## src/hdl/tws_consts.svh

```systemverilog
// constants for the two-wire control port slave
`ifndef TWS_CONSTS_SVH
`define TWS_CONSTS_SVH

// fixed upper six bits of the 7-bit slave address
`define TWS_ADDR_UPPER 6'h26
// highest register pointer that is accepted and reached
`define TWS_PTR_MAX 8'h2E
// pointer after reset
`define TWS_PTR_RESET 8'h00
// bits in one byte on the wire
`define TWS_BYTE_BITS 4'h8
// synchroniser bit positions
`define TWS_SYNC_SCL 0
`define TWS_SYNC_SDA 1
`define TWS_SYNC_ASEL 2

`endif

```

## src/hdl/tws_pkg.sv

```systemverilog
// types for the two-wire control port slave
package tws_pkg;

    // transfer phase of the slave
    typedef enum logic [2:0] {
        TWS_IDLE   = 3'b000,
        TWS_ADDR   = 3'b001,
        TWS_PTR    = 3'b010,
        TWS_WDATA  = 3'b011,
        TWS_RDATA  = 3'b100,
        TWS_IGNORE = 3'b101
    } tws_state_t;

endpackage

```

## src/hdl/tws_sync.sv

```systemverilog
// two-flop synchronisers with a third stage kept for edge detection
`timescale 1ns/1ps

module tws_sync (
    input wire logic clk_i,             // system clock
    input wire logic reset_n_i,         // synchronous reset, active low
    input wire logic [2:0] async_i,     // raw pin levels
    output logic [2:0] level_o,         // synchronised levels
    output logic [2:0] prev_o           // levels one cycle older
);

    // ==========================================================
    // per-bit chain
    genvar g;
    generate
        for (g = 0; g < 3; g = g + 1) begin : g_bit
            logic meta;
            logic stable;
            logic older;
            // pins idle high, so reset to one to avoid a fake start
            always_ff @(posedge clk_i) begin
                if (!reset_n_i) begin
                    meta <= 1'b1;
                    stable <= 1'b1;
                    older <= 1'b1;
                end else begin
                    meta <= async_i[g];
                    stable <= meta;
                    older <= stable;
                end
            end
            assign level_o[g] = stable;
            assign prev_o[g] = older;
        end
    endgenerate

endmodule

```

## src/hdl/tws_slave.sv

```systemverilog
// two-wire serial control port slave with register pointer
`timescale 1ns/1ps
`include "tws_consts.svh"

module tws_slave (
    input wire logic clk_i,                 // system clock, 100 MHz
    input wire logic reset_n_i,             // synchronous reset, active low
    input wire logic scl_i,                 // serial clock from master
    input wire logic sda_i,                 // serial data line level
    output logic sda_o,                     // data drive value, always low
    output logic sda_oe_o,                  // high while pulling data low
    input wire logic address_select_pin_i,  // address lsb strap
    output logic [7:0] reg_addr_o,          // register pointer
    output logic [7:0] reg_wdata_o,         // byte to write
    output logic reg_wr_o,                  // write strobe, one cycle
    output logic reg_rd_o,                  // read strobe, one cycle
    input wire logic [7:0] reg_rdata_i      // register contents at reg_addr_o
);

    // ==========================================================
    // synchronised pins and bus conditions
    logic [2:0] level;
    logic [2:0] prev;

    tws_sync u_sync (
        .clk_i(clk_i),
        .reset_n_i(reset_n_i),
        .async_i({address_select_pin_i, sda_i, scl_i}),
        .level_o(level),
        .prev_o(prev)
    );

    logic scl;
    logic sda;
    logic scl_rise;
    logic scl_fall;
    logic start_seen;
    logic stop_seen;

    // both lines pass the same delay, so their order is kept
    assign scl = level[`TWS_SYNC_SCL];
    assign sda = level[`TWS_SYNC_SDA];
    assign scl_rise = scl & ~prev[`TWS_SYNC_SCL];
    assign scl_fall = ~scl & prev[`TWS_SYNC_SCL];
    // data edges with clock high are conditions, not bits
    assign start_seen = scl & prev[`TWS_SYNC_SCL] & prev[`TWS_SYNC_SDA] & ~sda;
    assign stop_seen = scl & prev[`TWS_SYNC_SCL] & ~prev[`TWS_SYNC_SDA] & sda;

    // saturating pointer step shared by reads and writes
    function automatic logic [7:0] ptr_step(input logic [7:0] p);
        if (p >= `TWS_PTR_MAX) begin
            ptr_step = `TWS_PTR_MAX;
        end else begin
            ptr_step = p + 8'h01;
        end
    endfunction

    // ==========================================================
    // transfer state
    tws_pkg::tws_state_t state;
    tws_pkg::tws_state_t next_state;
    logic [3:0] bit_cnt;
    logic [3:0] next_bit_cnt;
    logic ack_phase;
    logic next_ack_phase;
    logic ack_ok;
    logic next_ack_ok;
    logic read_dir;
    logic next_read_dir;
    logic [7:0] shreg;
    logic [7:0] next_shreg;
    logic [7:0] ptr;
    logic [7:0] next_ptr;
    logic drive;
    logic next_drive;
    logic [7:0] wdata;
    logic [7:0] next_wdata;
    logic wr;
    logic next_wr;
    logic rd;
    logic next_rd;

    // next-state logic; start and stop override everything
    always_comb begin
        next_state = state;
        next_bit_cnt = bit_cnt;
        next_ack_phase = ack_phase;
        next_ack_ok = ack_ok;
        next_read_dir = read_dir;
        next_shreg = shreg;
        next_ptr = ptr;
        next_drive = drive;
        next_wdata = wdata;
        next_wr = 1'b0;
        next_rd = 1'b0;
        if (start_seen) begin
            // also a repeated start from any state
            next_state = tws_pkg::TWS_ADDR;
            next_bit_cnt = 4'h0;
            next_ack_phase = 1'b0;
            next_drive = 1'b0;
        end else if (stop_seen) begin
            next_state = tws_pkg::TWS_IDLE;
            next_drive = 1'b0;
        end else begin
            unique case (state)
                tws_pkg::TWS_IDLE, tws_pkg::TWS_IGNORE: begin
                    next_drive = 1'b0;
                end
                tws_pkg::TWS_ADDR, tws_pkg::TWS_PTR, tws_pkg::TWS_WDATA: begin
                    if (!ack_phase && scl_rise && bit_cnt != `TWS_BYTE_BITS) begin
                        next_shreg = {shreg[6:0], sda};
                        next_bit_cnt = bit_cnt + 4'h1;
                    end else if (!ack_phase && scl_fall && bit_cnt == `TWS_BYTE_BITS) begin
                        // decide the acknowledge once all eight bits are in
                        next_ack_phase = 1'b1;
                        if (state == tws_pkg::TWS_ADDR) begin
                            next_ack_ok = (shreg[7:1] ==
                                {`TWS_ADDR_UPPER, level[`TWS_SYNC_ASEL]});
                            next_read_dir = shreg[0];
                        end else if (state == tws_pkg::TWS_PTR) begin
                            next_ack_ok = (shreg <= `TWS_PTR_MAX);
                            if (shreg <= `TWS_PTR_MAX) begin
                                next_ptr = shreg;
                            end
                        end else begin
                            next_ack_ok = 1'b1;
                            next_wdata = shreg;
                            next_wr = 1'b1;
                        end
                        next_drive = next_ack_ok;
                    end else if (ack_phase && scl_fall) begin
                        // ninth pulse over: release and move on
                        next_ack_phase = 1'b0;
                        next_bit_cnt = 4'h0;
                        next_drive = 1'b0;
                        if (!ack_ok) begin
                            next_state = tws_pkg::TWS_IGNORE;
                        end else if (state == tws_pkg::TWS_ADDR && read_dir) begin
                            // read begins at the stored pointer
                            next_state = tws_pkg::TWS_RDATA;
                            next_shreg = reg_rdata_i;
                            next_rd = 1'b1;
                            next_drive = ~reg_rdata_i[7];
                        end else if (state == tws_pkg::TWS_ADDR) begin
                            next_state = tws_pkg::TWS_PTR;
                        end else if (state == tws_pkg::TWS_PTR) begin
                            next_state = tws_pkg::TWS_WDATA;
                        end else begin
                            next_ptr = ptr_step(ptr);
                        end
                    end
                end
                tws_pkg::TWS_RDATA: begin
                    if (!ack_phase && scl_fall) begin
                        if (bit_cnt == `TWS_BYTE_BITS - 4'h1) begin
                            // byte sent: release for the master acknowledge
                            next_ack_phase = 1'b1;
                            next_drive = 1'b0;
                            next_ptr = ptr_step(ptr);
                        end else begin
                            next_shreg = {shreg[6:0], 1'b0};
                            next_drive = ~shreg[6];
                            next_bit_cnt = bit_cnt + 4'h1;
                        end
                    end else if (ack_phase && scl_rise) begin
                        next_ack_ok = ~sda;
                    end else if (ack_phase && scl_fall) begin
                        next_ack_phase = 1'b0;
                        next_bit_cnt = 4'h0;
                        if (!ack_ok) begin
                            // no acknowledge: end of data, line stays released
                            next_state = tws_pkg::TWS_IGNORE;
                            next_drive = 1'b0;
                        end else begin
                            next_shreg = reg_rdata_i;
                            next_rd = 1'b1;
                            next_drive = ~reg_rdata_i[7];
                        end
                    end
                end
                default: begin
                    next_state = tws_pkg::TWS_IDLE;
                    next_drive = 1'b0;
                end
            endcase
        end
    end

    // registers only
    always_ff @(posedge clk_i) begin
        if (!reset_n_i) begin
            state <= tws_pkg::TWS_IDLE;
            bit_cnt <= 4'h0;
            ack_phase <= 1'b0;
            ack_ok <= 1'b0;
            read_dir <= 1'b0;
            shreg <= 8'h00;
            ptr <= `TWS_PTR_RESET;
            drive <= 1'b0;
            wdata <= 8'h00;
            wr <= 1'b0;
            rd <= 1'b0;
        end else begin
            state <= next_state;
            bit_cnt <= next_bit_cnt;
            ack_phase <= next_ack_phase;
            ack_ok <= next_ack_ok;
            read_dir <= next_read_dir;
            shreg <= next_shreg;
            ptr <= next_ptr;
            drive <= next_drive;
            wdata <= next_wdata;
            wr <= next_wr;
            rd <= next_rd;
        end
    end

    // ==========================================================
    // outputs
    assign sda_o = 1'b0;
    assign sda_oe_o = drive;
    assign reg_addr_o = ptr;
    assign reg_wdata_o = wdata;
    assign reg_wr_o = wr;
    assign reg_rd_o = rd;

endmodule

```

## config.mk

```make
export PLATFORM = sky130hd
export DESIGN_NAME = tws_slave
export DESIGN_NICKNAME = d
export VERILOG_FILES = /design/src/hdl/tws_pkg.sv /design/src/hdl/tws_sync.sv /design/src/hdl/tws_slave.sv
export VERILOG_INCLUDE_DIRS = /design/src /design/src/hdl
export SDC_FILE = /design/constraint.sdc
export NUM_CORES = 1
export LEC_CHECK = 0
export ABC_AREA = 1
export ABC_CLOCK_PERIOD_IN_PS = 2900
export BUFFER_PORTS_ARGS = -buffer_cell sky130_fd_sc_hd__buf_4
export CAP_MARGIN = 10
export CORE_MARGIN = 2
export CORE_UTILIZATION = 55
export DETAILED_ROUTE_END_ITERATION = 6
export PLACE_DENSITY = 0.76
export SLEW_MARGIN = 20
export SYNTH_ARGS = -nofsm -noshare
export SYNTH_HDL_FRONTEND = slang
export SYNTH_SLANG_ARGS = --single-unit
```

## constraint.sdc

```tcl
create_clock -name clk_i -period 2.9 [get_ports clk_i]
set_input_delay 0 -clock clk_i [delete_from_list [all_inputs] [get_ports clk_i]]
set_output_delay 0 -clock clk_i [all_outputs]
set_load 0.03 [all_outputs]
```

== Yosys cells after proc, flatten, opt, wreduce, memory -nomap -nowiden ==
Cells that the tools add are included.
Word-level totals
  flip-flop bits (word level): 45
Cells by class
  mux-type cells: 82
  reduce and logical (&&, ||, !) cells: 25
  magnitude comparators: 2
  bitwise operators: 22
  equality and inequality tests: 46
  add/subtract/negate cells: 2
Operators by type and width (number)
  8-bit two-way mux: 23
  3-bit inequality test (second input constant): 16
  1-bit two-way mux: 34
  3-bit two-way mux: 11
  4-bit inequality test (second input constant): 8
  8-bit one-hot mux with 2 select lines: 2
  4-bit two-way mux: 6
  2-bit inequality test (second input constant): 12
  9-bit AND reduction: 2
  1-bit NOT: 15
  7-bit AND reduction: 2
  13-bit AND reduction: 1
  11-bit AND reduction: 1
  5-bit AND reduction: 2
  3-bit one-hot mux with 3 select lines: 1
  8-bit by 1-bit adder with 8-bit output (second input constant): 1
  8-bit by 6-bit greater-or-equal comparator with 1-bit output (second input constant): 1
  8-bit by 6-bit <= comparator with 1-bit output (second input constant): 1
  1-bit one-hot mux with 2 select lines: 4
  4-bit one-hot mux with 2 select lines: 1
  1-bit bitwise AND: 7
  7-bit equality test: 1
  1-bit logical AND: 7
  7-bit inequality test (second input constant): 1
  other kinds (15): 19

== Longest topological paths before layout ==
Gate-level depths: netlist of the first run.
  word-level depth: 11
  depth in mapped cells: 13

== By module ==
Synthesis of the first run repeated with hierarchy kept, for this count alone.
Second synthesis, totals
  cell total of the unflattened synthesis: 427
  area, all modules: 2706.3 um^2
By module, submodules not included
  tws_slave: instances 1, area each 2402.3 um^2, cells each 393
  tws_sync: instances 1, area each 304.0 um^2, cells each 34

== Worst setup path after synthesis of the first run ==
OpenSTA, ideal clock, no wires.
  path kind: register -> register
  start point: register ptr[0], in the netlist reg_addr_o[0]
  end point: register ptr[3], in the netlist reg_addr_o[3]
  cell stages (with the launch flop): 11
  arrival: 1.517 ns
  data required time: 2.787 ns
  clock period less this slack: 1.630 ns
  path slack: 1.270 ns
  library setup time: 0.113 ns
  path through: dfxtp_1 > inv_1 > ha_1 > nor2_1 > nor2_1 > a21oi_1 > nand2_1 > o22ai_1 > inv_1 > nor2_1 > nor2_1
On the way
  cells in the longest elaborated chain, start to end: 10
  elaborated cells between the ends (all ways): 13
RTL lines
  start: declaration: line tws_slave.sv:72  | logic [7:0] ptr;
  start signal: assignment: line tws_slave.sv:199  | ptr <= `TWS_PTR_RESET;
  start signal: assignment: line tws_slave.sv:211  | ptr <= next_ptr;
  8-bit by 1-bit adder with 8-bit output or 8-bit by 6-bit greater-or-equal comparator with 1-bit output (tied branches)
  8-bit two-way mux (*): line tws_slave.sv:51  | if (p >= `TWS_PTR_MAX) begin
  8-bit two-way mux: line tws_slave.sv:147  | end else if (state == tws_pkg::TWS_PTR) begin
  8-bit two-way mux: line tws_slave.sv:145  | end else if (state == tws_pkg::TWS_ADDR) begin
  8-bit two-way mux: line tws_slave.sv:139  | end else if (state == tws_pkg::TWS_ADDR && read_dir) begin
  8-bit two-way mux: line tws_slave.sv:137  | if (!ack_ok) begin
  8-bit two-way mux: line tws_slave.sv:132  | end else if (ack_phase && scl_fall) begin
  8-bit two-way mux: line tws_slave.sv:114  | end else if (!ack_phase && scl_fall && bit_cnt == `TWS_BYTE_BITS) begin
  8-bit two-way mux: line tws_slave.sv:111  | if (!ack_phase && scl_rise && bit_cnt != `TWS_BYTE_BITS) begin
  8-bit one-hot mux with 2 select lines (*): line tws_slave.sv:106  | unique case (state)
Mark *: on every way between the ends. The rest lies on a longest branch, timed or not. The select of a mux whose other input is x is not followed.
A chain may end at the register's enable or synchronous reset.

== Worst setup path after layout of the first run ==
  start point: register bit_cnt[0]
  end point: register ptr[0], in the netlist reg_addr_o[0]
On the way
  cells in the longest elaborated chain, start to end: 5
  elaborated cells between the ends (all ways): 17
RTL lines
  start: declaration: line tws_slave.sv:62  | logic [3:0] bit_cnt;
  start signal: assignment: line tws_slave.sv:206  | bit_cnt <= next_bit_cnt;
  4-bit equality test (no source line)
  1-bit logical AND (no source line)
  8-bit two-way mux: line tws_slave.sv:114
  8-bit two-way mux: line tws_slave.sv:111
  8-bit one-hot mux with 2 select lines: line tws_slave.sv:106
Parallel ways exist; a longest one is shown, timed or not. The select of a mux whose other input is x is not followed.

==> impl_metrics.tcl, run 1 <==
set metrics [dict create \
    die_w_microns 73.2 \
    final-max-slew-violation-count 0 \
    r2r_start "bit_cnt[0]$_SDFFE_PP0P_" \
    n_antenna_cell 0 \
    fin_tns_setup_ps 0 \
    grt.total_usage 0.231 \
    r2r_slack_ps 860 \
    p_sw_frac 0.497 \
    internal-power_uw 1400 \
    synth_top_cell_area_share 0.343 \
    cts_root_buffer "clkbuf_8" \
    clk_pin_slew_ps 100 \
    critical_path_class "flip-flop to flip-flop" \
    num_vias 2501 \
    dieArea_sq_um 5350 \
    seq_area_frac_synth 0.343 \
    clk_latency_ps 320 \
    worstPathArrival_ps 2270 \
    dr.pass1.iters 4 \
    syn_nets 420 \
    rsz0062_at_grt "no" \
    post_cts_buffers 0 \
    yosys-top-cells-count "nand2_1, nor2_1, dfxtp_1, inv_1, nand3_1" \
    holdPathEnd "shreg[5]$_SDFFE_PN0P_" \
    hold_start "reg_rdata_i[5]" \
    hold_class "input pin to flip-flop" \
    areaGrowthSynthToFinish_pct 13.6 \
    grt_max_degree 22 \
    antenna_found_initial 0 \
    fmax_mhz 491 \
    nNetsFinal 453 \
    post_cts_resized 0 \
    clkSinkCount 45 \
    ios 33 \
    clock_skew_ps 16.5 \
    critPathMaxStageDelay_ps 350 \
    fillers 431 \
    clockBufferDepth 2 \
    clock_power_share 0.147 \
    max-vdd-ir-drop_mv 0.482 \
    worstRegToRegCells 11 \
    critPathMaxFanout 15 \
    drt_iter0_markers 152 \
    finalHoldViolCount 0 \
    ys_async_sr_fraction 0 \
    hpwl_mm 4.37 \
    grt_remaining_overflow 0 \
    cp.required_ps 3130 \
    grt_pass1_vias 2186 \
    top_layer "met4" \
    path_cells "inv_1, ha_1, nand3_2, nor2_4, nor2_1, nor2_1, nand3_2, nor2_4, inv_2, nor2_1, nor2_1" \
    drive_gt1_frac 0.181 \
    slew_headroom 0.576 \
    finalSetupViolations 0 \
    wl_per_cell_microns 12.0 \
    grt_pass1_wl_mm 9.71 \
    p_total_uw 2790 \
    synth.area.top_cells "dfxtp_1, nand2_1, nor2_1, inv_1, nand3_1" \
    worst_path_most_repeated_cell "nor2_1" \
    netlist_area_sq_um 2630 \
    die_h_microns 73.2 \
    cp-start-kind "flip-flop" \
    final_util 0.641 \
    power.share.sequential 0.324 \
    drc 0 \
    post-synth-top-area-cell "dfxtp_1" \
    ant_nets 0 \
    met1Wirelength_mm 2.80 \
    critPathCaptureType "flip-flop" \
    synth.distinct_cells 35 \
    power_leakage_uw 0.00137 \
    ys.flop_type "dfxtp_1" \
    maxCapViolations 0 \
    crit_slowest_cell "nor2_4" \
    yosysMostFrequentCell "nand2_1" \
    power.switching_uw 1390 \
    cellPowerDensity_nw_per_um2 934 \
    initial_utilization 0.564 \
    fin_crit_ps 2040 \
    r2r_end "reg_addr_o[0]$_SDFFE_PN0P_" \
    outcome "finished, final reports clean" \
    rows 25 \
    yosys_warnings 0 \
    htree_num_levels 2 \
    cts_buffers 5 \
    syn_inst 403 \
    combPwrFrac 0.529 \
    dr_wl_met2_mm 2.63 \
    cts_tree "built" \
    viasPerCell 5.09 \
    synth_edf_count 0 \
    min_path_cells 5 \
    wl_met3_microns 344 \
    portBuffers 31 \
    final.period_utilization 0.702 \
    synth.ff_latch_count 45 \
    gp_congestion 0.920 \
    core-area_sq_um 4660 \
    worstMarginPinSlew_ps 632 \
    drt-total-wl_mm 5.91 \
    syn-mean-instance-area_sq_um 6.53 \
]
-- cell usage in the layout, fill, tap and decap left out, types with 4 or more instances in the layout --
master	instances
nor2_4	4
a21oi_1	22
buf_4	31
or2_2	7
inv_1	42
nor2_2	4
dlygate4sd3_1	4
xor2_1	4
dfxtp_1	45
nor2_1	59
clkbuf_8	5
nand2_1	108
ha_1	4
inv_2	6
nor3_1	5
o22ai_1	5
nand3_1	26
o21ai_0	25
nand2_2	8
-- logic make-up (layout without fill, tap and decap cells) --
group | after synthesis | after routing | share of synthesized area
AO/OA/AOI/OAI | 60 | 60 | 0.126
other | 1 | 1 | 0.00143
AND/OR/NAND/NOR | 231 | 231 | 0.400
buffers and inverters | 58 | 92 | 0.0985
adder cells (fa/ha/maj) | 4 | 4 | 0.0190
flip-flops | 45 | 45 | 0.343
XOR/XNOR | 4 | 4 | 0.0133
-- worst max path at each step --
stage / start / end / slack, ps / cells past startpoint
global placement: bit_cnt[0]$_SDFFE_PP0P_ / reg_addr_o[3]$_SDFFE_PN0P_ / 1000 / 11
CTS: bit_cnt[0]$_SDFFE_PP0P_ / reg_addr_o[0]$_SDFFE_PN0P_ / 880 / 11
detailed placement: bit_cnt[0]$_SDFFE_PP0P_ / reg_addr_o[0]$_SDFFE_PN0P_ / 880 / 11
global route: bit_cnt[0]$_SDFFE_PP0P_ / reg_addr_o[1]$_SDFFE_PN0P_ / 620 / 11
finish: bit_cnt[0]$_SDFFE_PP0P_ / reg_addr_o[0]$_SDFFE_PN0P_ / 860 / 11
floorplan: reg_addr_o[0]$_SDFFE_PN0P_ / reg_addr_o[3]$_SDFFE_PN0P_ / 1270 / 10
-- stage by stage --
stage | instances | hold slack [ps] | worst slack [ps] | cell area [sq um]
after floorplan | 403 | 107 | 1270 | 2630
after global placement | 479 | 186 | 1000 | 2860
after detailed placement | 479 | 191 | 884 | 2860
after CTS | 491 | 12.3 | 881 | 2990
after global routing | 491 | 38.6 | 620 | 2990
final | 491 | 10.9 | 864 | 2990
-- power by group through the flow --
stage          Clock, uW  Combinational, uW  Sequential [uW]
2_1_floorplan          0               1130              949
3_3_place_gp           0               1440              914
3_5_place_dp           0               1450              917
4_1_cts              415               1460              903
5_1_grt              438               1670              928
6_report             410               1480              904
-- repair_timing --
action | CTS | global route
hold endpoints to repair | 4 | 0
endpoints found under the setup margin | 0 | 0
hold buffers | 4 | 0
-- routing by layer --
| metal | track usage | vias to the layer above |
|---|---|---|
| met4 | 0.0885 | 0 |
| met2 | 0.369 | 76 |
| met3 | 0.0580 | 10 |
| met1 | 0.299 | 1079 |
| met5 | 0 | - |
| li1 | - | 1336 |
-- critical path: cells and delay by family, from the launching register on --
kind	cells	cell delay [ps]
buffers and inverters	2	150
AND/OR/NAND/NOR	8	1270
adder cells (fa/ha/maj)	1	180
flip-flops	1	340
-- final cells by class --
class                           instances  area [sq um]  area share
Tap cell                               54          67.6      0.0226
Clock inverter                          3          21.3     0.00712
Sequential cell                        45           901       0.302
Clock buffer                            5          68.8      0.0230
Timing Repair Buffer                   35           273      0.0913
Inverter                               49           186      0.0624
Multi-Input combinational cell        300          1470       0.492
-- state kept, by name (all words and copies together), names as in the netlist, 2 cells and up --
| signal | count |
|---|---|
| state | 3 |
| reg_wdata_o | 8 |
| reg_addr_o | 8 |
| bit_cnt | 4 |
| shreg | 8 |
| u_sync.g_bit.older | 2 |
| u_sync.g_bit.meta | 3 |
| u_sync.g_bit.stable | 3 |
No activity file was read; power rests on OpenSTA's default activity.
==> run 2, diff against run 1 <==
--- a/config.mk
+++ b/config.mk
@@ -6,8 +6,8 @@
 export SDC_FILE = /design/constraint.sdc
 export NUM_CORES = 1
 export LEC_CHECK = 0
-export ABC_AREA = 1
-export ABC_CLOCK_PERIOD_IN_PS = 2900
+export ABC_AREA = 0
+export ABC_CLOCK_PERIOD_IN_PS = 1900
 export BUFFER_PORTS_ARGS = -buffer_cell sky130_fd_sc_hd__buf_4
 export CAP_MARGIN = 10
 export CORE_MARGIN = 2
==> constraint.sdc (replaced) <==
create_clock -name clk_i -period 1.9 [get_ports clk_i]
set_input_delay 0 -clock clk_i [delete_from_list [all_inputs] [get_ports clk_i]]
set_output_delay 0 -clock clk_i [all_outputs]
set_load 0.03 [all_outputs]
==> run 2 against run 1 <==
Against the previous run:
- critical path depth down 2
- count of clock-buffer cells in the layout unchanged
- maximum frequency down 3.3%
- highest routed layer unchanged
- the flow now finishes with violations (negative setup slack)
- area after synthesis down 0.57%
- via count up 28%
- cell area up 35%
- global-route usage up 10 points
==> impl_metrics.tcl, run 2 <==
set metrics [dict create \
    drt_iter0_markers 356 \
    syn_inst 306 \
    nNetsFinal 433 \
    critPathMaxFanout 8 \
    clock_skew_ps 7.30 \
    holdPathEnd "shreg[3]$_SDFFE_PN0P_" \
    synth_edf_count 0 \
    portBuffers 31 \
    synth.area.top_cells "dfxtp_1, mux2i_1, a21oi_1, nand3_1, a311oi_1" \
    post-synth-top-area-cell "dfxtp_1" \
    min_path_cells 3 \
    grt_pass1_vias 2868 \
    finalSetupViolations 23 \
    drt-total-wl_mm 10.3 \
    num_vias 3189 \
    clk_latency_ps 320 \
    maxCapViolations 0 \
    viasPerCell 6.77 \
    drc 0 \
    grt.total_usage 0.334 \
    fin_crit_ps 2110 \
    regArea_sq_um 916 \
    cp.required_ps 2090 \
    cp-start-kind "flip-flop" \
    clkSinkCount 45 \
    netlist_area_sq_um 2620 \
    grt_remaining_overflow 0 \
    drive_gt1_frac 0.439 \
    grt_pass1_wl_mm 13.7 \
    syn-mean-instance-area_sq_um 8.55 \
    critPathCaptureType "flip-flop" \
    dr.pass1.iters 5 \
    hold_ws_ps 51.9 \
    final_util 0.868 \
    hold_start "reg_rdata_i[3]" \
    hold_class "input pin to flip-flop" \
    synth.ff_latch_count 45 \
    yosys-top-cells-count "dfxtp_1, a21oi_1, nor2_1, mux2i_1, nand3_1" \
    gp_congestion 0.979 \
    critical_path_class "flip-flop to flip-flop" \
    syn_nets 323 \
    core-area_sq_um 4660 \
    clockBufferDepth 2 \
    cts_root_buffer "clkbuf_8" \
    ant_nets 0 \
    seq_area_frac_synth 0.344 \
    max-vdd-ir-drop_mv 0.592 \
    r2r_end "shreg[5]$_SDFFE_PN0P_" \
    n_antenna_cell 0 \
    clk_pin_slew_ps 100 \
    rsz0062_at_grt "yes" \
    fillers 241 \
    r2r_slack_ps -210 \
    ys.flop_type "dfxtp_1" \
    multi_input_area_sq_um 1880 \
    cts_tree "built" \
    wl_per_cell_microns 21.8 \
    mostFrequentLayoutCell "buf_4" \
    cellPowerDensity_nw_per_um2 699 \
    areaGrowthSynthToFinish_pct 54.6 \
    rows 25 \
    fin_ws_ps -207 \
    layout_common_cells "buf_4, dfxtp_1, nor2_1" \
    worstRegToRegCells 9 \
    outcome "complete, but fails checks" \
    slew_headroom 0.415 \
    ys_async_sr_fraction 0 \
    yosysMostFrequentCell "dfxtp_1" \
    hpwl_mm 5.60 \
    design_area_sq_um 4040 \
    die_h_microns 73.0 \
    finalHoldViolCount 0 \
    final.period_utilization 1.11 \
    final-max-slew-violation-count 0 \
    power_leakage_uw 0.00154 \
    initial_utilization 0.561 \
    worstMarginPinSlew_ps 877 \
    fmax_mhz 475 \
    violations "negative setup slack" \
    dieArea_sq_um 5320 \
    antenna_found_initial 0 \
    synth.distinct_cells 66 \
    cts_buffers 5 \
    synth_top_cell_area_share 0.344 \
    htree_num_levels 2 \
    ios 33 \
    die_w_microns 73.0 \
    grt_max_degree 25 \
    yosys_warnings 0 \
    r2r_start "bit_cnt[0]$_SDFFE_PP0P_" \
    worstPathArrival_ps 2290 \
    placed_area_sq_um 3300 \
]
-- run 2: cell types whose count changed after synthesis, sizes merged, moves of 9 or more --
cell and change:
nand2b +10, mux2i +15, inv -36, nor2 -48, nand2 -107, o21ai -9, nand3 -14
-- run 2: cell type report --
type                    count  area share
clock buffers               5      0.0170
inverters                  13      0.0121
multi-input cells         232       0.464
clock inverters             3      0.0124
repair buffers            119       0.251
flip-flops and latches     45       0.226
well taps                  54      0.0167
-- run 2: how the worst max path moves through the flow --
stage | to | slack, ps | from
3_3_place_gp | reg_addr_o[2]$_SDFFE_PN0P_ | -50 | u_sync.g_bit[0].older$_SDFF_PN1_
5_1_grt | shreg[5]$_SDFFE_PN0P_ | -300 | bit_cnt[0]$_SDFFE_PP0P_
3_5_place_dp | shreg[0]$_SDFFE_PN0P_ | -120 | bit_cnt[0]$_SDFFE_PP0P_
2_1_floorplan | bit_cnt[0]$_SDFFE_PP0P_ | 3 | state[0]$_SDFFE_PN0P_
6_report | shreg[5]$_SDFFE_PN0P_ | -210 | bit_cnt[0]$_SDFFE_PP0P_
4_1_cts | reg_addr_o[2]$_SDFFE_PN0P_ | -60 | bit_cnt[0]$_SDFFE_PP0P_
-- run 2: metal layers --
metal / GRT usage / share of wire / wire length (microns) / vias to the layer above
li1: - / - / - / 1380
met3: 0.0580 / 0.084 / 866 / 67
met1: 0.403 / 0.38 / 3850 / 1511
met4: 0.181 / 0.053 / 547 / 0
met2: 0.566 / 0.49 / 5000 / 231
met5: 0 / 0 / 0 / -
-- run 2: metrics by stage --
| step | cells | setup slack [ps] | setup TNS (ps) | power, uW |
|---|---|---|---|---|
| floorplan | 306 | 2.74 | 0 | 1450 |
| global placement | 429 | -47.6 | -104 | 1710 |
| detailed placement | 429 | -118 | -1010 | 1730 |
| CTS | 455 | -62.7 | -193 | 2580 |
| global route | 471 | -301 | -2860 | 2890 |
| finish | 471 | -207 | -1480 | 2830 |
-- run 2: what timing repair did --
action | in CTS | in global routing
setup buffers | 9 | 15
cloned | 1 | 1
hold buffers | 8 | 0
endpoints found under the hold margin | 8 | 0
setup endpoints to repair | 19 | 34
pin swaps | 10 | 30
resized for setup | 21 | 63
-- run 2: power by group --
| part | leakage, uW | total (uW) | switching [uW] | internal [uW] |
|---|---|---|---|---|
| clock | 0.0000603 | 792 | 388 | 404 |
| sequential | 0.000368 | 1040 | 43.3 | 996 |
| combinational | 0.00111 | 995 | 533 | 462 |
-- run 2: worst max-delay path: stages, from the launching register on --
cell	delay, ps
dfxtp_2	350
inv_2	50
ha_4	160
nand3b_1	190
buf_6	210
a21oi_4	70
a221oi_2	300
buf_6	190
a21oi_1	90
a311oi_1	350
-- run 2: kinds of logic after synthesis --
group | after synthesis | synth area share
muxes | 16 | 0.0617
and+or+nand+nor | 108 | 0.245
adders and majority gates | 4 | 0.0191
buffers and inverters | 30 | 0.0560
other | 1 | 0.00143
DFF | 45 | 0.344
AOI/OAI and AO/OA | 98 | 0.259
xor gates and xnor gates | 4 | 0.0134
==> run 3, diff against run 2 <==
--- a/config.mk
+++ b/config.mk
@@ -10,7 +10,6 @@
 export ABC_CLOCK_PERIOD_IN_PS = 1900
 export BUFFER_PORTS_ARGS = -buffer_cell sky130_fd_sc_hd__buf_4
 export CAP_MARGIN = 10
-export CORE_MARGIN = 2
 export CORE_UTILIZATION = 55
 export DETAILED_ROUTE_END_ITERATION = 6
 export PLACE_DENSITY = 0.76
==> run 3 against run 2 <==
Against the previous run:
- the run ends with design-rule violations, negative setup slack left
- clock skew is 3.7 ps higher
- routed wire length decreased by 11%
- setup slack better by 82 ps
- total power shrank 5.5%
- hold slack lost 5.4 ps
- sequential share of layout area rose by 1.3 points
- register-to-register slack better by 80 ps
- die area decreased by 5.4%
- count of clock-buffer cells in the layout unchanged
- sequential cell count unchanged
- largest cell class unchanged
==> impl_metrics.tcl, run 3 (synthesis gave the netlist of run 2 again) <==
set metrics [dict create \
    rsz0062_at_grt "yes" \
    drt_iter0_markers 347 \
    cts_root_buffer "clkbuf_8" \
    combPwrFrac 0.313 \
    fin_ws_ps -124 \
    grt_remaining_overflow 0 \
    rows 24 \
    nNetsFinal 416 \
    cts_buffers 5 \
    clock_skew_ps 11.0 \
    design_area_sq_um 3820 \
    num_vias 3003 \
    layout_common_cells "buf_4, dfxtp_1, nor2_1" \
    finalSetupViolations 18 \
    gp_congestion 0.992 \
    slew_headroom 0.415 \
    clk_pin_slew_ps 100 \
    ios 33 \
    clk_latency_ps 310 \
    drive_gt1_frac 0.410 \
    portBuffers 31 \
    power.switching_uw 889 \
    drt-total-wl_mm 9.11 \
    maxCapViolations 0 \
    core-area_sq_um 4470 \
    critPathTopFamily "simple AND/OR/NAND/NOR gates" \
    outcome "complete, but fails checks" \
    worst_path_most_repeated_cell "buf_4" \
    fillers 236 \
    cellPowerDensity_nw_per_um2 700 \
    path_cells "buf_4, ha_2, nand3b_1, buf_4, o21ai_4, nand3_4, or4_4, a21oi_2" \
    htree_num_levels 2 \
    critical_path_class "flip-flop to flip-flop" \
    grt_pass1_wl_mm 13.8 \
    wl_per_cell_microns 20.2 \
    cp-start-kind "flip-flop" \
    antenna_found_initial 0 \
    cp.required_ps 2140 \
    final.period_utilization 1.07 \
    areaGrowthSynthToFinish_pct 45.9 \
    placed_area_sq_um 3290 \
    n_antenna_cell 0 \
    ant_nets 0 \
    critPathMaxStageDelay_ps 520 \
    grt.total_usage 0.354 \
    regArea_sq_um 915 \
    critPathCaptureType "flip-flop" \
    viasPerCell 6.64 \
    multi_input_area_sq_um 1820 \
    dieArea_sq_um 5030 \
    worstRegToRegCells 8 \
    min_path_cells 3 \
    die_w_microns 71.0 \
    dr.pass1.iters 7 \
    crit_slowest_cell "or4_4" \
    mostFrequentLayoutCell "buf_4" \
    power.share.sequential 0.396 \
    hold_class "input pin to flip-flop" \
    fmax_mhz 494 \
    critPathMaxFanout 7 \
    p_total_uw 2670 \
    cts_tree "built" \
    worstPathArrival_ps 2260 \
    drc 2 \
    clkSinkCount 45 \
    path_depth 8 \
    internal-power_uw 1780 \
    final-max-slew-violation-count 0 \
    power_leakage_uw 0.00146 \
    max-vdd-ir-drop_mv 0.531 \
    grt_max_degree 25 \
    finalHoldViolCount 0 \
    final_util 0.853 \
    fin_crit_ps 2020 \
    clockBufferDepth 2 \
    violations "design-rule violations, negative setup slack" \
    clock_power_share 0.290 \
    die_h_microns 71.0 \
    p_sw_frac 0.333 \
    initial_utilization 0.584 \
    grt_pass1_vias 2800 \
    hpwl_mm 5.51 \
    cp_num_buf_inv 2 \
    worstMarginPinSlew_ps 877 \
]
## run 3: cell types whose count changed in the layout (fill, tap and decap cells not counted), sizes merged
cell	delta
a21oi	-1
buf	-15
dlygate4sd3	-1
## run 3: tightest hold or removal path: stages
cell,delay (ps)
buf_4,110
mux2i_1,120
a311oi_1,90
## run 3: through the flow
step | TNS, ps | worst slack [ps] | cells | hold WS, ps
2_1_floorplan | 0 | 2.74 | 306 | 73.0
3_3_place_gp | -356 | -70.9 | 430 | 181
3_5_place_dp | -1290 | -129 | 430 | 186
4_1_cts | -221 | -51.3 | 449 | 40.8
5_1_grt | -2440 | -176 | 452 | 64.7
6_report | -792 | -124 | 452 | 46.5
## run 3: power groups by stage
stage	Combinational [uW]	Clock, uW	Sequential, uW
floorplan	376	0	1070
global placement	614	0	1060
detailed placement	629	0	1070
CTS	720	784	1050
global route	888	828	1060
finish	837	775	1060
## run 3: final timing paths
kind	from	to	slack [ps]
worst max-delay path	bit_cnt[0]$_SDFFE_PP0P_	reg_addr_o[2]$_SDFFE_PN0P_	-120
worst min-delay path	reg_rdata_i[6]	shreg[6]$_SDFFE_PN0P_	50
worst max register to register	bit_cnt[0]$_SDFFE_PP0P_	reg_addr_o[2]$_SDFFE_PN0P_	-120
worst min register to register	u_sync.g_bit[1].meta$_SDFF_PN1_	u_sync.g_bit[1].stable$_SDFF_PN1_	430
## run 3: repair_timing
action | 4_1_cts | 5_1_grt
resized for setup | 33 | 36
hold buffers | 7 | 0
buffers inserted | 3 | 3
hold endpoints to repair | 8 | 0
endpoints found under the setup margin | 17 | 30
pin swaps | 29 | 13
cloned | 1 | 0
## run 3: layout make-up
type                    instances  share of cell area
multi-input cells             231               0.476
inverters                      13              0.0128
repair buffers                103               0.223
flip-flops and latches         45               0.240
clock buffers                   5              0.0180
clock inverters                 3              0.0131
well taps                      52              0.0170
## run 3: layer usage
metal,wire length (microns),GRT usage
met1,3570,0.440
met2,4490,0.604
met3,636,0.0627
met4,417,0.151
met5,0,0
